## src/include/counter_array_pkg.sv

```systemverilog
/*
 * Constants, register layout and field structs for the counter array core.
 * Assumes an Avalon-MM master with 32-bit data and byte addresses.
 */
// What this block does
// - counter is 16 bits, read as two bytes
// - low-byte read latches high byte into snapshot
// - byte reads never disturb counting
// - three-bit field selects one of seven timebases; code 7 stops counting
// - external mode counts falling edges, max quarter rate
// - oscillator divided sources synchronised before counting
// - wrap from all ones sets overflow flag
// - overflow flag interrupts only when enabled
// - overflow flag cleared only by software
// - idle does not stop counting unless suspended
// - five event flags feed the interrupt
// - intermediate flag on 8th to 11th bit overflow
// - flags set regardless of interrupt enables
// - each flag has enable; request ORs enabled flags
// - interrupt needs global and array enables
// - three compare/capture modules, each own line
// - each module independently takes six modes
// - module 2 watchdog after reset, restricts writes
package counter_array_pkg;

   localparam int          DATA_W      = 32;
   localparam int          ADDR_W      = 6;
   localparam int          NUM_MODULES = 3;
   localparam int          NUM_MODES   = 6;

   // register byte offsets
   localparam logic [5:0]  OFS_COUNT_LOW  = 6'h00;
   localparam logic [5:0]  OFS_COUNT_HIGH = 6'h04;
   localparam logic [5:0]  OFS_MODE       = 6'h08;
   localparam logic [5:0]  OFS_FLAGS      = 6'h0c;
   localparam logic [5:0]  OFS_ENABLE     = 6'h10;
   localparam logic [5:0]  OFS_GLOBAL     = 6'h14;
   localparam logic [5:0]  OFS_MODULE0    = 6'h18;

   // timebase encodings
   localparam logic [2:0]  TB_DIV12    = 3'h0;
   localparam logic [2:0]  TB_DIV4     = 3'h1;
   localparam logic [2:0]  TB_TIMER0   = 3'h2;
   localparam logic [2:0]  TB_EXT_PIN  = 3'h3;
   localparam logic [2:0]  TB_SYSCLK   = 3'h4;
   localparam logic [2:0]  TB_EXT_OSC  = 3'h5;
   localparam logic [2:0]  TB_RTC_OSC  = 3'h6;

   localparam logic [3:0]  PRESC_LAST  = 4'hb;
   localparam logic [1:0]  DIV4_PHASE  = 2'h3;
   localparam logic [15:0] COUNT_FULL  = 16'hffff;
   localparam int          PIN_SYNC    = 3;

   typedef struct packed {
      logic       idle_suspend;
      logic       watchdog_mode;
      logic [2:0] timebase_select;
      logic       overflow_irq_enable;
   } mode_reg_t;

   typedef struct packed {
      logic       count_overflow_flag;
      logic       intermediate_overflow_flag;
      logic [2:0] module_event_flag;
   } flags_t;

   typedef struct packed {
      logic [1:0] cycle_length;
      logic       intermediate_overflow_enable;
      logic [2:0] module_event_enable;
   } enable_t;

   typedef struct packed {
      logic global_irq_enable;
      logic array_irq_enable;
   } global_t;

   localparam mode_reg_t   MODE_RESET   = '{idle_suspend: 1'b0, watchdog_mode: 1'b1,
                                            timebase_select: 3'h0, overflow_irq_enable: 1'b0};
   localparam flags_t      FLAGS_RESET  = '0;
   localparam enable_t     ENABLE_RESET = '0;
   localparam global_t     GLOBAL_RESET = '0;
   localparam logic [2:0]  MODULE_MODE_RESET = 3'h0;

endpackage

```

## src/design/counter_array.sv

```systemverilog
/*
 * Counter array core: 16-bit counter with snapshot, timebase selector,
 * event flags and interrupt gating, behind an Avalon-MM slave.
 * Assumes module_event pulses come from same-clock module logic and
 * the three pin inputs are asynchronous.
 */
`timescale 1ns/100ps
module counter_array
   import counter_array_pkg::*;
(
   input  wire logic              core_clk,        // 125 MHz system clock
   input  wire logic              sys_rst,         // async reset, active high
   input  wire logic [ADDR_W-1:0] address,         // byte address
   input  wire logic              read,            // read request
   input  wire logic              write,           // write request
   input  wire logic [DATA_W-1:0] writedata,       // write data
   output logic      [DATA_W-1:0] readdata,        // read data
   output logic                   waitrequest,     // high until answered
   input  wire logic              timer0_overflow, // one-cycle pulse
   input  wire logic              external_count_input, // async pin
   input  wire logic              ext_osc_div8,    // async divided clock
   input  wire logic              rtc_osc_div8,    // async divided clock
   input  wire logic              cpu_idle,        // processor idle state
   input  wire logic [NUM_MODULES-1:0] module_event, // module trigger pulses
   output logic                   array_irq_req,   // OR of enabled flags
   output logic                   cpu_irq          // request seen by processor
);

   logic [15:0]            count_r;
   logic [7:0]             snap_r;
   mode_reg_t              mode_r;
   flags_t                 flags_r;
   enable_t                enable_r;
   global_t                global_r;
   logic [2:0]             module_mode_r [NUM_MODULES];
   logic [3:0]             presc_r;
   logic [PIN_SYNC-1:0]    sync_r [3];
   logic [2:0]             level_r;
   logic                   waitrequest_r;
   logic [DATA_W-1:0]      readdata_r;
   logic                   array_irq_req_r;
   logic                   cpu_irq_r;

   logic                   rd_take;
   logic                   wr_take;
   logic [2:0]             fall;
   logic [2:0]             rise;
   logic                   tick;
   logic                   adv;
   logic                   cnt_wr;
   logic [15:0]            count_nxt;
   logic [DATA_W-1:0]      readdata_nxt;
   flags_t                 flags_nxt;

   function automatic logic hit(input logic [ADDR_W-1:0] a, input logic [5:0] ofs);
      hit = (a[ADDR_W-1:2] == ofs[5:2]);
   endfunction

   function automatic logic low_bits_full(input logic [15:0] c, input logic [1:0] len);
      case (len)
         2'h0:    low_bits_full = &c[7:0];
         2'h1:    low_bits_full = &c[8:0];
         2'h2:    low_bits_full = &c[9:0];
         default: low_bits_full = &c[10:0];
      endcase
   endfunction

   // answer taken one edge after request, write acts on the release edge
   assign rd_take = read && waitrequest_r;
   assign wr_take = write && !waitrequest_r;

   always_ff @(posedge core_clk or posedge sys_rst) begin
      if (sys_rst) begin
         waitrequest_r <= 1'b1;
      end else begin
         waitrequest_r <= !((read || write) && waitrequest_r);
      end
   end

   always_comb begin
      readdata_nxt = '0;
      if (hit(address, OFS_COUNT_LOW)) begin
         readdata_nxt[7:0] = count_r[7:0];
      end else if (hit(address, OFS_COUNT_HIGH)) begin
         readdata_nxt[7:0] = snap_r;
      end else if (hit(address, OFS_MODE)) begin
         readdata_nxt[$bits(mode_reg_t)-1:0] = mode_r;
      end else if (hit(address, OFS_FLAGS)) begin
         readdata_nxt[$bits(flags_t)-1:0] = flags_r;
      end else if (hit(address, OFS_ENABLE)) begin
         readdata_nxt[$bits(enable_t)-1:0] = enable_r;
      end else if (hit(address, OFS_GLOBAL)) begin
         readdata_nxt[$bits(global_t)-1:0] = global_r;
      end else begin
         for (int i = 0; i < NUM_MODULES; i++) begin
            if (hit(address, OFS_MODULE0 + 6'(4 * i))) begin
               readdata_nxt[2:0] = module_mode_r[i];
            end
         end
      end
   end

   always_ff @(posedge core_clk or posedge sys_rst) begin
      if (sys_rst) begin
         readdata_r <= '0;
      end else if (rd_take) begin
         readdata_r <= readdata_nxt;
      end
   end

   // snapshot of high byte, taken with the low byte read
   always_ff @(posedge core_clk or posedge sys_rst) begin
      if (sys_rst) begin
         snap_r <= 8'h00;
      end else if (rd_take && hit(address, OFS_COUNT_LOW)) begin
         snap_r <= count_r[15:8];
      end
   end

   // pin synchronisers: change counts once stages two and three agree
   always_ff @(posedge core_clk or posedge sys_rst) begin
      if (sys_rst) begin
         for (int i = 0; i < 3; i++) begin
            sync_r[i] <= '0;
         end
         level_r <= 3'h0;
      end else begin
         sync_r[0] <= {sync_r[0][1:0], external_count_input};
         sync_r[1] <= {sync_r[1][1:0], ext_osc_div8};
         sync_r[2] <= {sync_r[2][1:0], rtc_osc_div8};
         for (int i = 0; i < 3; i++) begin
            if (sync_r[i][1] == sync_r[i][2]) begin
               level_r[i] <= sync_r[i][2];
            end
         end
      end
   end

   always_comb begin
      for (int i = 0; i < 3; i++) begin
         fall[i] = level_r[i] && !sync_r[i][1] && !sync_r[i][2];
         rise[i] = !level_r[i] && sync_r[i][1] && sync_r[i][2];
      end
   end

   always_ff @(posedge core_clk or posedge sys_rst) begin
      if (sys_rst) begin
         presc_r <= 4'h0;
      end else begin
         presc_r <= (presc_r == PRESC_LAST) ? 4'h0 : presc_r + 4'h1;
      end
   end

   always_comb begin
      case (mode_r.timebase_select)
         TB_DIV12:   tick = (presc_r == PRESC_LAST);
         TB_DIV4:    tick = (presc_r[1:0] == DIV4_PHASE);
         TB_TIMER0:  tick = timer0_overflow;
         TB_EXT_PIN: tick = fall[0];
         TB_SYSCLK:  tick = 1'b1;
         TB_EXT_OSC: tick = rise[1];
         TB_RTC_OSC: tick = rise[2];
         default:    tick = 1'b0;
      endcase
   end

   assign adv = tick && !(mode_r.idle_suspend && cpu_idle);

   // counter byte writes are blocked while the watchdog is armed
   assign cnt_wr = wr_take && !mode_r.watchdog_mode &&
                   (hit(address, OFS_COUNT_LOW) || hit(address, OFS_COUNT_HIGH));

   always_comb begin
      count_nxt = count_r;
      if (cnt_wr) begin
         if (hit(address, OFS_COUNT_LOW)) begin
            count_nxt[7:0] = writedata[7:0];
         end else begin
            count_nxt[15:8] = writedata[7:0];
         end
      end else if (adv) begin
         count_nxt = count_r + 16'h0001;
      end
   end

   always_ff @(posedge core_clk or posedge sys_rst) begin
      if (sys_rst) begin
         count_r <= 16'h0000;
      end else begin
         count_r <= count_nxt;
      end
   end

   // flags: software write, then hardware set wins
   always_comb begin
      flags_nxt = flags_r;
      if (wr_take && hit(address, OFS_FLAGS)) begin
         flags_nxt = flags_t'(writedata[$bits(flags_t)-1:0]);
      end
      if (adv && count_r == COUNT_FULL) begin
         flags_nxt.count_overflow_flag = 1'b1;
      end
      if (adv && low_bits_full(count_r, enable_r.cycle_length)) begin
         flags_nxt.intermediate_overflow_flag = 1'b1;
      end
      flags_nxt.module_event_flag = flags_nxt.module_event_flag | module_event;
   end

   always_ff @(posedge core_clk or posedge sys_rst) begin
      if (sys_rst) begin
         flags_r <= FLAGS_RESET;
      end else begin
         flags_r <= flags_nxt;
      end
   end

   always_ff @(posedge core_clk or posedge sys_rst) begin
      if (sys_rst) begin
         mode_r <= MODE_RESET;
      end else if (wr_take && hit(address, OFS_MODE)) begin
         mode_r.watchdog_mode       <= writedata[4];
         mode_r.overflow_irq_enable <= writedata[0];
         if (!mode_r.watchdog_mode) begin
            mode_r.idle_suspend    <= writedata[5];
            mode_r.timebase_select <= writedata[3:1];
         end
      end
   end

   always_ff @(posedge core_clk or posedge sys_rst) begin
      if (sys_rst) begin
         enable_r <= ENABLE_RESET;
         global_r <= GLOBAL_RESET;
      end else begin
         if (wr_take && hit(address, OFS_ENABLE)) begin
            enable_r <= enable_t'(writedata[$bits(enable_t)-1:0]);
         end
         if (wr_take && hit(address, OFS_GLOBAL)) begin
            global_r <= global_t'(writedata[$bits(global_t)-1:0]);
         end
      end
   end

   // per-module modes; codes past the last mode are ignored
   always_ff @(posedge core_clk or posedge sys_rst) begin
      if (sys_rst) begin
         for (int i = 0; i < NUM_MODULES; i++) begin
            module_mode_r[i] <= MODULE_MODE_RESET;
         end
      end else begin
         for (int i = 0; i < NUM_MODULES; i++) begin
            if (wr_take && hit(address, OFS_MODULE0 + 6'(4 * i)) && writedata[2:0] < 3'(NUM_MODES) &&
                !(i == 2 && mode_r.watchdog_mode)) begin
               module_mode_r[i] <= writedata[2:0];
            end
         end
      end
   end

   always_ff @(posedge core_clk or posedge sys_rst) begin
      if (sys_rst) begin
         array_irq_req_r <= 1'b0;
         cpu_irq_r       <= 1'b0;
      end else begin
         array_irq_req_r <= (flags_r.count_overflow_flag && mode_r.overflow_irq_enable) ||
                            (flags_r.intermediate_overflow_flag &&
                             enable_r.intermediate_overflow_enable) ||
                            |(flags_r.module_event_flag & enable_r.module_event_enable);
         cpu_irq_r       <= array_irq_req_r && global_r.global_irq_enable &&
                            global_r.array_irq_enable;
      end
   end

   assign readdata      = readdata_r;
   assign waitrequest   = waitrequest_r;
   assign array_irq_req = array_irq_req_r;
   assign cpu_irq       = cpu_irq_r;
endmodule // counter_array

```

## config.mk

```make
export PLATFORM = sky130hd
export DESIGN_NAME = counter_array
export DESIGN_NICKNAME = d
export VERILOG_FILES = /design/src/include/counter_array_pkg.sv /design/src/design/counter_array.sv
export SDC_FILE = /design/constraint.sdc
export NUM_CORES = 1
export LEC_CHECK = 0
export ABC_AREA = 1
export BUFFER_PORTS_ARGS = -buffer_cell sky130_fd_sc_hd__buf_2
export CAP_MARGIN = 25
export CORE_ASPECT_RATIO = 0.5
export CORE_MARGIN = 4
export CORE_UTILIZATION = 55
export CTS_CLUSTER_DIAMETER = 200
export DETAILED_ROUTE_END_ITERATION = 12
export PLACE_DENSITY = 0.86
export SLEW_MARGIN = 15
export SYNTH_ARGS = -nofsm -noshare
export SYNTH_HDL_FRONTEND = slang
export SYNTH_SLANG_ARGS = --single-unit
```

## constraint.sdc

```tcl
create_clock -name core_clk -period 2.9 [get_ports core_clk]
set_input_delay 0.29 -clock core_clk [delete_from_list [all_inputs] [get_ports core_clk]]
set_output_delay 0.29 -clock core_clk [all_outputs]
set_load 0.01 [all_outputs]
```

==> results of run 1 <==
## final timing paths
path                          endpoint  cells past startpoint                 start
setup / recovery            count_r[1]                      9            presc_r[0]
hold / removal              count_r[4]                      2               sys_rst
setup reg to reg            count_r[1]                      9            presc_r[0]
hold reg to reg              sync_r[7]                      0             sync_r[6]
max in group asynchronous  readdata[1]                      3               sys_rst
min in group core_clk        sync_r[6]                      1  external_count_input
## flip-flops by register name (all words and copies together) (netlist names), 4 cells and up
register,cells
module_mode_r,9
flags_r,5
count_r,16
mode_r,6
enable_r,6
sync_r,9
presc_r,4
snap_r,8
readdata,8
## cells by family after synthesis
group	count (synthesis)	synth area share
adders and majority gates	4	0.0113
other	1	0.000895
buffers and inverters	85	0.101
AOI/OAI and AO/OA	76	0.0955
DFF	79	0.472
and+or+nand+nor	305	0.319
## per-layer routing
layer,routed length (µm),track usage,up-vias
li1,-,-,1809
met1,4500,0.314,1835
met2,4650,0.351,222
met3,1030,0.0710,27
met4,202,0.0920,0
met5,0,0,-
## per-stage QoR
stage          cells  power, mW  worst slack [ps]  hold WS (ps)  utilization
3_5_place_dp     673       2.15              1010           336        0.592
5_1_grt          689       3.60               845          37.6        0.639
2_1_floorplan    573       1.95               590           321            -
3_3_place_gp     673       2.11              1050           332        0.592
6_report         689       3.43              1000          27.9        0.639
4_1_cts          689       3.43              1010          42.4        0.639
## layout make-up
cell class | count | area, µm²
clock buffer | 12 | 267
clock inverter | 4 | 76.3
fill | 627 | 2670
inverter | 54 | 204
multi-input combinational | 409 | 1880
sequential | 79 | 1980
tap | 96 | 120
timing repair buffer | 35 | 190
## cell usage in the layout (no fill, tap or decap), types with 9 or more instances in the layout
cell and n:
a21oi_1 15, buf_2 34, clkbuf_16 9, conb_1 24, dfrtp_1 77, inv_1 49, nand2_1 184, nand3_1 53
nand4_1 12, nor2_1 33, o21ai_0 44, o21ai_1 10
## power breakdown
group | total [mW] | switching, mW | internal, mW
Combinational | 0.664 | 0.432 | 0.232
Sequential | 1.50 | 0.195 | 1.30
Clock | 1.27 | 0.444 | 0.825
Total | 3.43 | 1.07 | 2.36
==> out/qor.csv, run 1 <==
metric,value,unit
first-pass GRT wire length,17100,µm
clk_lat worst skew,340,ps
pin count of the biggest net entering global routing,42,
RSZ-0062 raised after global routing,false,
leakage,2.39,nW
worst path bufs/invs,1,
Startpoint Class,register,
Least-Margin Pin Slew,681,ps
Synth cell types,32,
Num CTS Buffers,9,
CP arrival,2180,ps
gpl congestion,0.899,
Top delay family on crit path,simple AND/OR/NAND/NOR gates,
initial antenna violation count,0,
Pwr Density,728,nW/µm²
H-tree depth,3,
core area,7380,µm²
I/O Buffers,34,
Core Rows,22,
Setup TNS,0,ps
Yosys warning total,0,
register area share after synthesis,0.472,
Via density,5.65,
Seq cells post-synth,79,
CP Cell Sequence,"ha_1, inv_1, nor2_1, nand3_1, nand4_1, nand3_4, nand2_2, nand2_1, nand2_1",
Resize count post-CTS,0,
gr usage total,0.232,
Die Y,69.7,µm
peak supply drop,0.330,mV
number of global-route vias before repair,3634,
most frequent cells after synthesis,"nand2_1 (184), dfrtp_1 (77), nand3_1 (53), inv_1 (50), o21ai_0 (44)",
Clock Root Buffer,clkbuf_16,
HP Class,in2async,
Final Setup Violations,0,
clock slew at reported path FFs,60,ps
minimum clock period,1900,ps
Post-synth ARST share,1.00,
Worst EP required,3180,ps
fmax,527,MHz
DR pass1 iterations,5,
status,completed,
Chip Width,131,µm
Synth Area per Inst,7.62,µm²
die area,9160,µm²
# Post-CTS Setup Buffers,0,
top cell type's share of synthesized area,0.460,
max-cap violations,0,
I/O pin count,85,
"EDFF count, synth",0,
layout net count,641,
area post-placement,4370,µm²
most common cell in the netlist,nand2_1,
crit path max-delay cell type,dfrtp_1,
clock buffer depth,2,
Critical Path End Type,register,
max_slew headroom,0.546,
clock sink total,79,
DR vias,3893,
most frequent CP cell,nand2_1,
Synth area leader,dfrtp_1,
Final Cell Area,4710,µm²
Slew Limit Fails,0,
Avg WL per Cell,15.1,µm
n_diodes,0,
synthesized area,4190,µm²
CTS tree,done,
drt drc,0,
share of cells above drive strength 1,0.126,
top post-synthesis cells by area,"dfrtp_1 (46%), nand2_1 (16%), nand3_1 (6.3%)",
period utilization,0.654,
area grow syn2layout,12.5,%
post-route clock skew,6.39,ps
FF-to-FF setup slack,1000,ps
Final Hold Fails,0,
Crit Path Max Fanout,18,
CP peak stage delay,360,ps
Initial Util,0.568,
initial drt markers,422,
Setup CP Type,reg2reg,
total grt overflow,0,
post-DP HPWL,7510,µm
post-route ant nets,0,
Main synth FF type,dfrtp_1,
synthesized instance count,550,
Routed WL,10400,µm
CTS Hold Bufs,0,
Note: power is estimated with default switching activity, not from simulation.
==> run 2, diff against run 1 <==
--- a/config.mk
+++ b/config.mk
@@ -5,7 +5,7 @@
 export SDC_FILE = /design/constraint.sdc
 export NUM_CORES = 1
 export LEC_CHECK = 0
-export ABC_AREA = 1
+export ABC_AREA = 0
 export BUFFER_PORTS_ARGS = -buffer_cell sky130_fd_sc_hd__buf_2
 export CAP_MARGIN = 25
 export CORE_ASPECT_RATIO = 0.5
==> constraint.sdc (replaced) <==
create_clock -name core_clk -period 1.9 [get_ports core_clk]
set_input_delay 0.19 -clock core_clk [delete_from_list [all_inputs] [get_ports core_clk]]
set_output_delay 0.19 -clock core_clk [all_outputs]
set_load 0.01 [all_outputs]
==> out/qor.csv, run 2 <==
metric,value,unit,change
Compound-Gate Fraction of Synth Area,0.151,,was 0.0956
Clock Root Buffer,clkbuf_16,,unchanged
H-tree depth,3,,unchanged
CP arrival,2230,ps,was 2180 ps
Yosys warning total,0,,unchanged
"commonest non-fill, non-tap cells in the layout","dfrtp_1 (76), nand2_1 (36), buf_4 (35)",,"was nand2_1 (184), dfrtp_1 (77), nand3_1 (53)"
most frequent cells after synthesis,"dfrtp_1 (77), nand2_1 (37), a21oi_1 (30), buf_4 (28), mux2_2 (27)",,"was nand2_1 (184), dfrtp_1 (77), nand3_1 (53), inv_1 (50), o21ai_0 (44)"
Synth Area per Inst,10.3,µm²,was 7.62 µm²
Critical Path End Type,register,,unchanged
initial antenna violation count,1,,was 0
largest reg by FF count,count_r,,unchanged
I/O pin count,85,,unchanged
clock buffer depth,2,,unchanged
final worst setup slack,-101,ps,was 1000 ps
max-cap violations,0,,unchanged
minimum clock period,2000,ps,was 1900 ps
area grow syn2layout,22.3,%,was 12.5%
"EDFF count, synth",0,,unchanged
mux contribution to synthesized area,0.114,,was 0
Final Hold Fails,0,,unchanged
Worst EP required,2130,ps,was 3180 ps
register area share after synthesis,0.473,,was 0.472
Final Power,6.10,mW,was 3.43 mW
fmax,500,MHz,was 527 MHz
most common cell in the netlist,dfrtp_1,,was nand2_1
Final Cell Area,5120,µm²,was 4710 µm²
Largest regs,"count_r: 16 flops, module_mode_r: 9 flops, sync_r: 9 flops",,unchanged
layout net count,531,,was 641
met2 wire len,5340,µm,was 4650 µm
pre-CTS setup slack,-148,ps,was 1010 ps
Chip Width,131,µm,about the same
HP Class,in2reg,,was in2async
Die Y,69.7,µm,about the same
Initial Util,0.568,,about the same
Final Setup Violations,10,,was 0
metal3 WL,1010,µm,was 1030 µm
max reg flops,16,,unchanged
total grt overflow,0,,unchanged
Routed WL,11200,µm,was 10400 µm
failing checks,setup timing,,
top cell type's share of synthesized area,0.460,,about the same
initial drt markers,442,,was 422
Max Used Layer,met5,,was met4
Synth cell types,63,,was 32
synthesized instance count,405,,was 550
n_diodes,0,,unchanged
largest family of logic cells by synthesized area,simple AND/OR/NAND/NOR gates,,unchanged
Startpoint Class,register,,unchanged
first-pass GRT wire length,17300,µm,was 17100 µm
die area,9160,µm²,about the same
Post-synth ARST share,1.00,,unchanged
period utilization,1.05,,was 0.654
hold_ws,37.2,ps,was 27.9 ps
clock sink total,79,,unchanged
"most common cell after layout, fill and taps aside",dfrtp_1,,was nand2_1
pin count of the biggest net entering global routing,80,,was 42
leakage,2.27,nW,was 2.39 nW
Slew Limit Fails,0,,unchanged
post-DP HPWL,6930,µm,was 7510 µm
Setup CP Type,reg2reg,,unchanged
peak supply drop,0.508,mV,was 0.330 mV
Seq cells post-synth,79,,unchanged
Avg WL per Cell,19.4,µm,was 15.1 µm
Synth Area in XOR/XNOR,0.00418,,was 0
clk_lat worst skew,350,ps,was 340 ps
clock slew at reported path FFs,60,ps,about the same
gr usage total,0.239,,was 0.232
Num CTS Buffers,9,,unchanged
Via density,6.24,,was 5.65
Pwr Density,1190,nW/µm²,was 728 nW/µm²
DR pass1 iterations,6,,was 5
area post-placement,4500,µm²,was 4370 µm²
I/O Buffers,34,,unchanged
synthesized area,4190,µm²,about the same
Simple-Gate Fraction of Synth Area,0.172,,was 0.319
post-route ant nets,0,,unchanged
core area,7380,µm²,unchanged
Synth area leader,dfrtp_1,,unchanged
CTS tree,done,,unchanged
gpl congestion,0.904,,was 0.899
post-route clock skew,11.0,ps,was 6.39 ps
status,"finished, violations left",,was completed
Core Rows,22,,unchanged
DR vias,3611,,was 3893
number of global-route vias before repair,3387,,was 3634
share of cells above drive strength 1,0.321,,was 0.126
Crit Path Max Fanout,4,,was 18
top post-synthesis cells by area,"dfrtp_1 (46%), mux2_2 (7.3%), buf_4 (5.0%)",,"was dfrtp_1 (46%), nand2_1 (16%), nand3_1 (6.3%)"
Metal-1 WL,4480,µm,was 4500 µm
Main synth FF type,dfrtp_1,,unchanged
fillers,465,,was 627
RSZ-0062 raised after global routing,true,,was false
Synth Area in Adders,0.0161,,was 0.0113
drt drc,0,,unchanged
-- run 2: changes by cell type after synthesis, moves of 10 or more --
cell     previous run  this run
nand2_1           184        37
inv_1              50         5
nand3_1            53        11
mux2_2              0        27
o21ai_0            44        19
a21oi_1            15        30
mux2i_1             0        15
nand4_1            12         1
nor2b_1             0        10
-- run 2: worst max-delay path, stage by stage (launching register included) --
cell and delay, ps:
dfrtp_1 390, ha_2 210, and3b_2 230, o211ai_1 310, a21oi_2 80, nor2_2 110
buf_6 130, buf_6 120, mux2i_1 230, nand2_1 80
-- run 2: path summary, 6_finish.rpt --
kind	cells past startpoint	from	slack, ps	to
hold reg to reg	0	sync_r[6]	350	sync_r[7]
hold / removal	2	write	40	waitrequest
setup / recovery	9	presc_r[1]	-100	count_r[4]
max in group asynchronous	4	sys_rst	1040	waitrequest
min in group asynchronous	4	sys_rst	480	level_r[1]
setup reg to reg	9	presc_r[1]	-100	count_r[4]
-- run 2: power by group --
part           internal (mW)  switching (mW)  leakage, nW
Clock                   1.29           0.688        0.160
Sequential              2.05           0.405        0.970
Combinational          0.834           0.837         1.14
-- run 2: what timing repair did --
action | in CTS | in global routing
pin swaps | 6 | 14
gates resized for setup | 10 | 19
endpoints found under the hold margin | 80 | 0
buffers inserted | 10 | 6
endpoints found under the setup margin | 8 | 19
hold buffers | 4 | 0
gates cloned | 1 | 0
-- run 2: area by class of cell --
cell class / instances / area (µm²) / area share
multi-input combinational: 303 / 2100 / 0.410
sequential: 79 / 1980 / 0.387
timing repair buffer: 80 / 561 / 0.109
clock buffer: 11 / 233 / 0.0454
tap: 96 / 120 / 0.0235
clock inverter: 5 / 106 / 0.0208
inverter: 5 / 22.5 / 0.00440
-- run 2: routing by layer --
layer | GRT usage | vias to the layer above
met4 | 0.102 | 2
met1 | 0.298 | 1767
li1 | - | 1564
met3 | 0.0819 | 51
met2 | 0.382 | 227
met5 | 0 | -
-- run 2: kinds of logic after synthesis --
| family | count (synthesis) |
|---|---|
| other | 1 |
| buffers and inverters | 47 |
| flip-flops | 79 |
| adder cells (fa/ha/maj) | 6 |
| AND/OR/NAND/NOR | 129 |
| XOR/XNOR | 2 |
| AO/OA/AOI/OAI | 98 |
| multiplexers | 43 |
-- run 2: metrics by stage --
| stage | TNS (ps) | std cells | utilization |
|---|---|---|---|
| finish | -426 | 579 | 0.694 |
| global route | -1230 | 579 | 0.694 |
| CTS | -32.0 | 573 | 0.679 |
| detailed placement | -576 | 542 | 0.610 |
| global placement | -70.0 | 542 | 0.610 |
| floorplan | 0 | 428 | - |
==> run 3, diff against run 2 <==
--- a/config.mk
+++ b/config.mk
@@ -14,6 +14,7 @@
 export CTS_CLUSTER_DIAMETER = 200
 export DETAILED_ROUTE_END_ITERATION = 12
 export PLACE_DENSITY = 0.86
+export REMOVE_ABC_BUFFERS = 1
 export SLEW_MARGIN = 15
 export SYNTH_ARGS = -nofsm -noshare
 export SYNTH_HDL_FRONTEND = slang
==> out/qor.csv, run 3 (synthesized netlist as in run 2, its figures left out) <==
metric,value,unit,change
status,"finished, violations left",,unchanged
failing checks,setup timing,,unchanged
CP arrival,2140,ps,was 2230 ps
Chip Width,131,µm,unchanged
pre-CTS setup slack,-54.3,ps,was -148 ps
largest reg by FF count,count_r,,unchanged
CTS tree,done,,unchanged
post-placement cell count,552,,was 542
hold wc startpoint,module_event[1],,was write
total grt overflow,0,,unchanged
initial antenna violation count,0,,was 1
Num CTS Buffers,9,,unchanged
CP peak stage delay,400,ps,was 390 ps
area post-placement,4590,µm²,was 4500 µm²
max reg flops,16,,unchanged
HP Class,in2reg,,unchanged
n_diodes,0,,unchanged
core area,7380,µm²,unchanged
r2r startpoint,presc_r[0],,was presc_r[1]
Initial Util,0.568,,unchanged
gr usage total,0.241,,was 0.239
post-layout util,0.682,,was 0.694
clock slew at reported path FFs,60,ps,about the same
Final Setup Violations,3,,was 10
final worst setup slack,-18.3,ps,was -101 ps
post-DP HPWL,7180,µm,was 6930 µm
RR Endpoint,count_r[9],,was count_r[4]
Core Rows,22,,unchanged
Largest regs,"count_r: 16 flops, module_mode_r: 9 flops, sync_r: 9 flops",,unchanged
H-tree depth,3,,unchanged
I/O pin count,85,,unchanged
clk_lat worst skew,340,ps,was 350 ps
Via density,6.22,,was 6.24
layout net count,527,,was 531
Critical Path End Type,register,,unchanged
fillers,510,,was 465
"commonest non-fill, non-tap cells in the layout","dfrtp_1 (76), nand2_1 (37), buf_4 (35)",,"was dfrtp_1 (76), nand2_1 (36), buf_4 (35)"
period utilization,1.01,,was 1.05
gpl congestion,0.912,,was 0.904
number of global-route vias before repair,3454,,was 3387
post-route clock skew,6.26,ps,was 11.0 ps
WHS Path Cells,2,,unchanged
share of cells above drive strength 1,0.303,,was 0.321
Setup TNS,-27.0,ps,was -426 ps
leakage,2.23,nW,was 2.27 nW
Worst EP required,2120,ps,was 2130 ps
FF-to-FF setup slack,-20,ps,was -100 ps
DR pass1 iterations,5,,was 6
Clock Root Buffer,clkbuf_16,,unchanged
drt drc,0,,unchanged
Die Y,69.7,µm,unchanged
crit path max-delay cell type,dfrtp_1,,unchanged
Final Hold Fails,0,,unchanged
worst path bufs/invs,1,,was 2
Pwr Density,1170,nW/µm²,was 1190 nW/µm²
peak supply drop,0.602,mV,was 0.508 mV
Slew Limit Fails,0,,unchanged
Worst Hold End,flags_r[1],,was waitrequest
Reg2Reg Depth,8,,was 9
clock buffer depth,2,,unchanged
Startpoint Class,register,,unchanged
DR vias,3568,,was 3611
RSZ-0062 raised after global routing,true,,unchanged
pin count of the biggest net entering global routing,35,,was 80
CP Cell Sequence,"ha_2, and3b_2, o211ai_1, buf_4, a21oi_4, nor2_4, nor2_1, o22a_1",,"was ha_2, and3b_2, o211ai_1, a21oi_2, nor2_2, buf_6, buf_6, mux2i_1, nand2_1"
hold_ws,33.0,ps,was 37.2 ps
final cell count without fillers,574,,was 579
Final Cell Area,5030,µm²,was 5120 µm²
max-cap violations,0,,unchanged
Top delay family on crit path,compound AO/OA/AOI/OAI gates,,was simple AND/OR/NAND/NOR gates
"most common cell after layout, fill and taps aside",dfrtp_1,,unchanged
Final Power,5.87,mW,was 6.10 mW
area grow syn2layout,20.2,%,was 22.3%
post-route ant nets,0,,unchanged
Setup CP Type,reg2reg,,unchanged
clock sink total,79,,unchanged
minimum clock period,1920,ps,was 2000 ps
Crit Path Max Fanout,6,,was 4
initial drt markers,466,,was 442
Avg WL per Cell,19.4,µm,about the same
I/O Buffers,34,,unchanged
fmax,521,MHz,was 500 MHz
Routed WL,11100,µm,was 11200 µm
die area,9160,µm²,unchanged
first-pass GRT wire length,17300,µm,about the same
-- run 3: changes by cell type in the layout (fill, tap and decap cells not counted), sizes merged --
cell and change:
buf -4, bufinv -1, clkbuf -1, clkinvlp +1
-- run 3: worst max-delay path by stage --
stage | cells after the start | to | from
finish | 8 | count_r[9] | presc_r[0]
global route | 8 | count_r[13] | presc_r[0]
CTS | 8 | count_r[6] | presc_r[0]
detailed placement | 8 | count_r[7] | presc_r[0]
global placement | 8 | count_r[7] | presc_r[0]
floorplan | 1 | array_irq_req | sys_rst
-- run 3: what timing repair did --
item / in CTS / in global routing
hold buffers: 4 / 0
gates cloned: 0 / 1
gates resized for setup: 1 / 18
endpoints found under the hold margin: 23 / 0
setup endpoints to repair: 7 / 16
pin swaps: 2 / 9
buffers inserted: 1 / 1
-- run 3: worst reg2reg max path, stage by stage, from the launching register on --
cell	delay [ps]
dfrtp_1	400
ha_2	200
and3b_2	230
o211ai_1	250
buf_4	190
a21oi_4	70
nor2_4	200
nor2_1	70
o22a_1	190
-- run 3: cell type report --
type                            count  area, µm²  area share
Inverter                            5       20.0     0.00398
Clock buffer                       10        239      0.0475
Timing Repair Buffer               76        524       0.104
Tap cell                           96        120      0.0239
Sequential cell                    79       1980       0.393
Multi-Input combinational cell    303       2070       0.411
Clock inverter                      5       82.6      0.0164
-- run 3: metal layers --
layer  global-route usage  wire [µm]  up-vias
met4                0.108        356        0
li1                     -          -     1552
met1                0.298       4450     1750
met5                    0          0        -
met2                0.390       5310      219
met3               0.0761       1010       47
-- run 3: power breakdown --
part	total (mW)	switching [mW]	leakage, nW	internal (mW)
clock	1.87	0.691	0.147	1.18
combinational	1.57	0.825	1.11	0.743
sequential	2.44	0.390	0.970	2.05
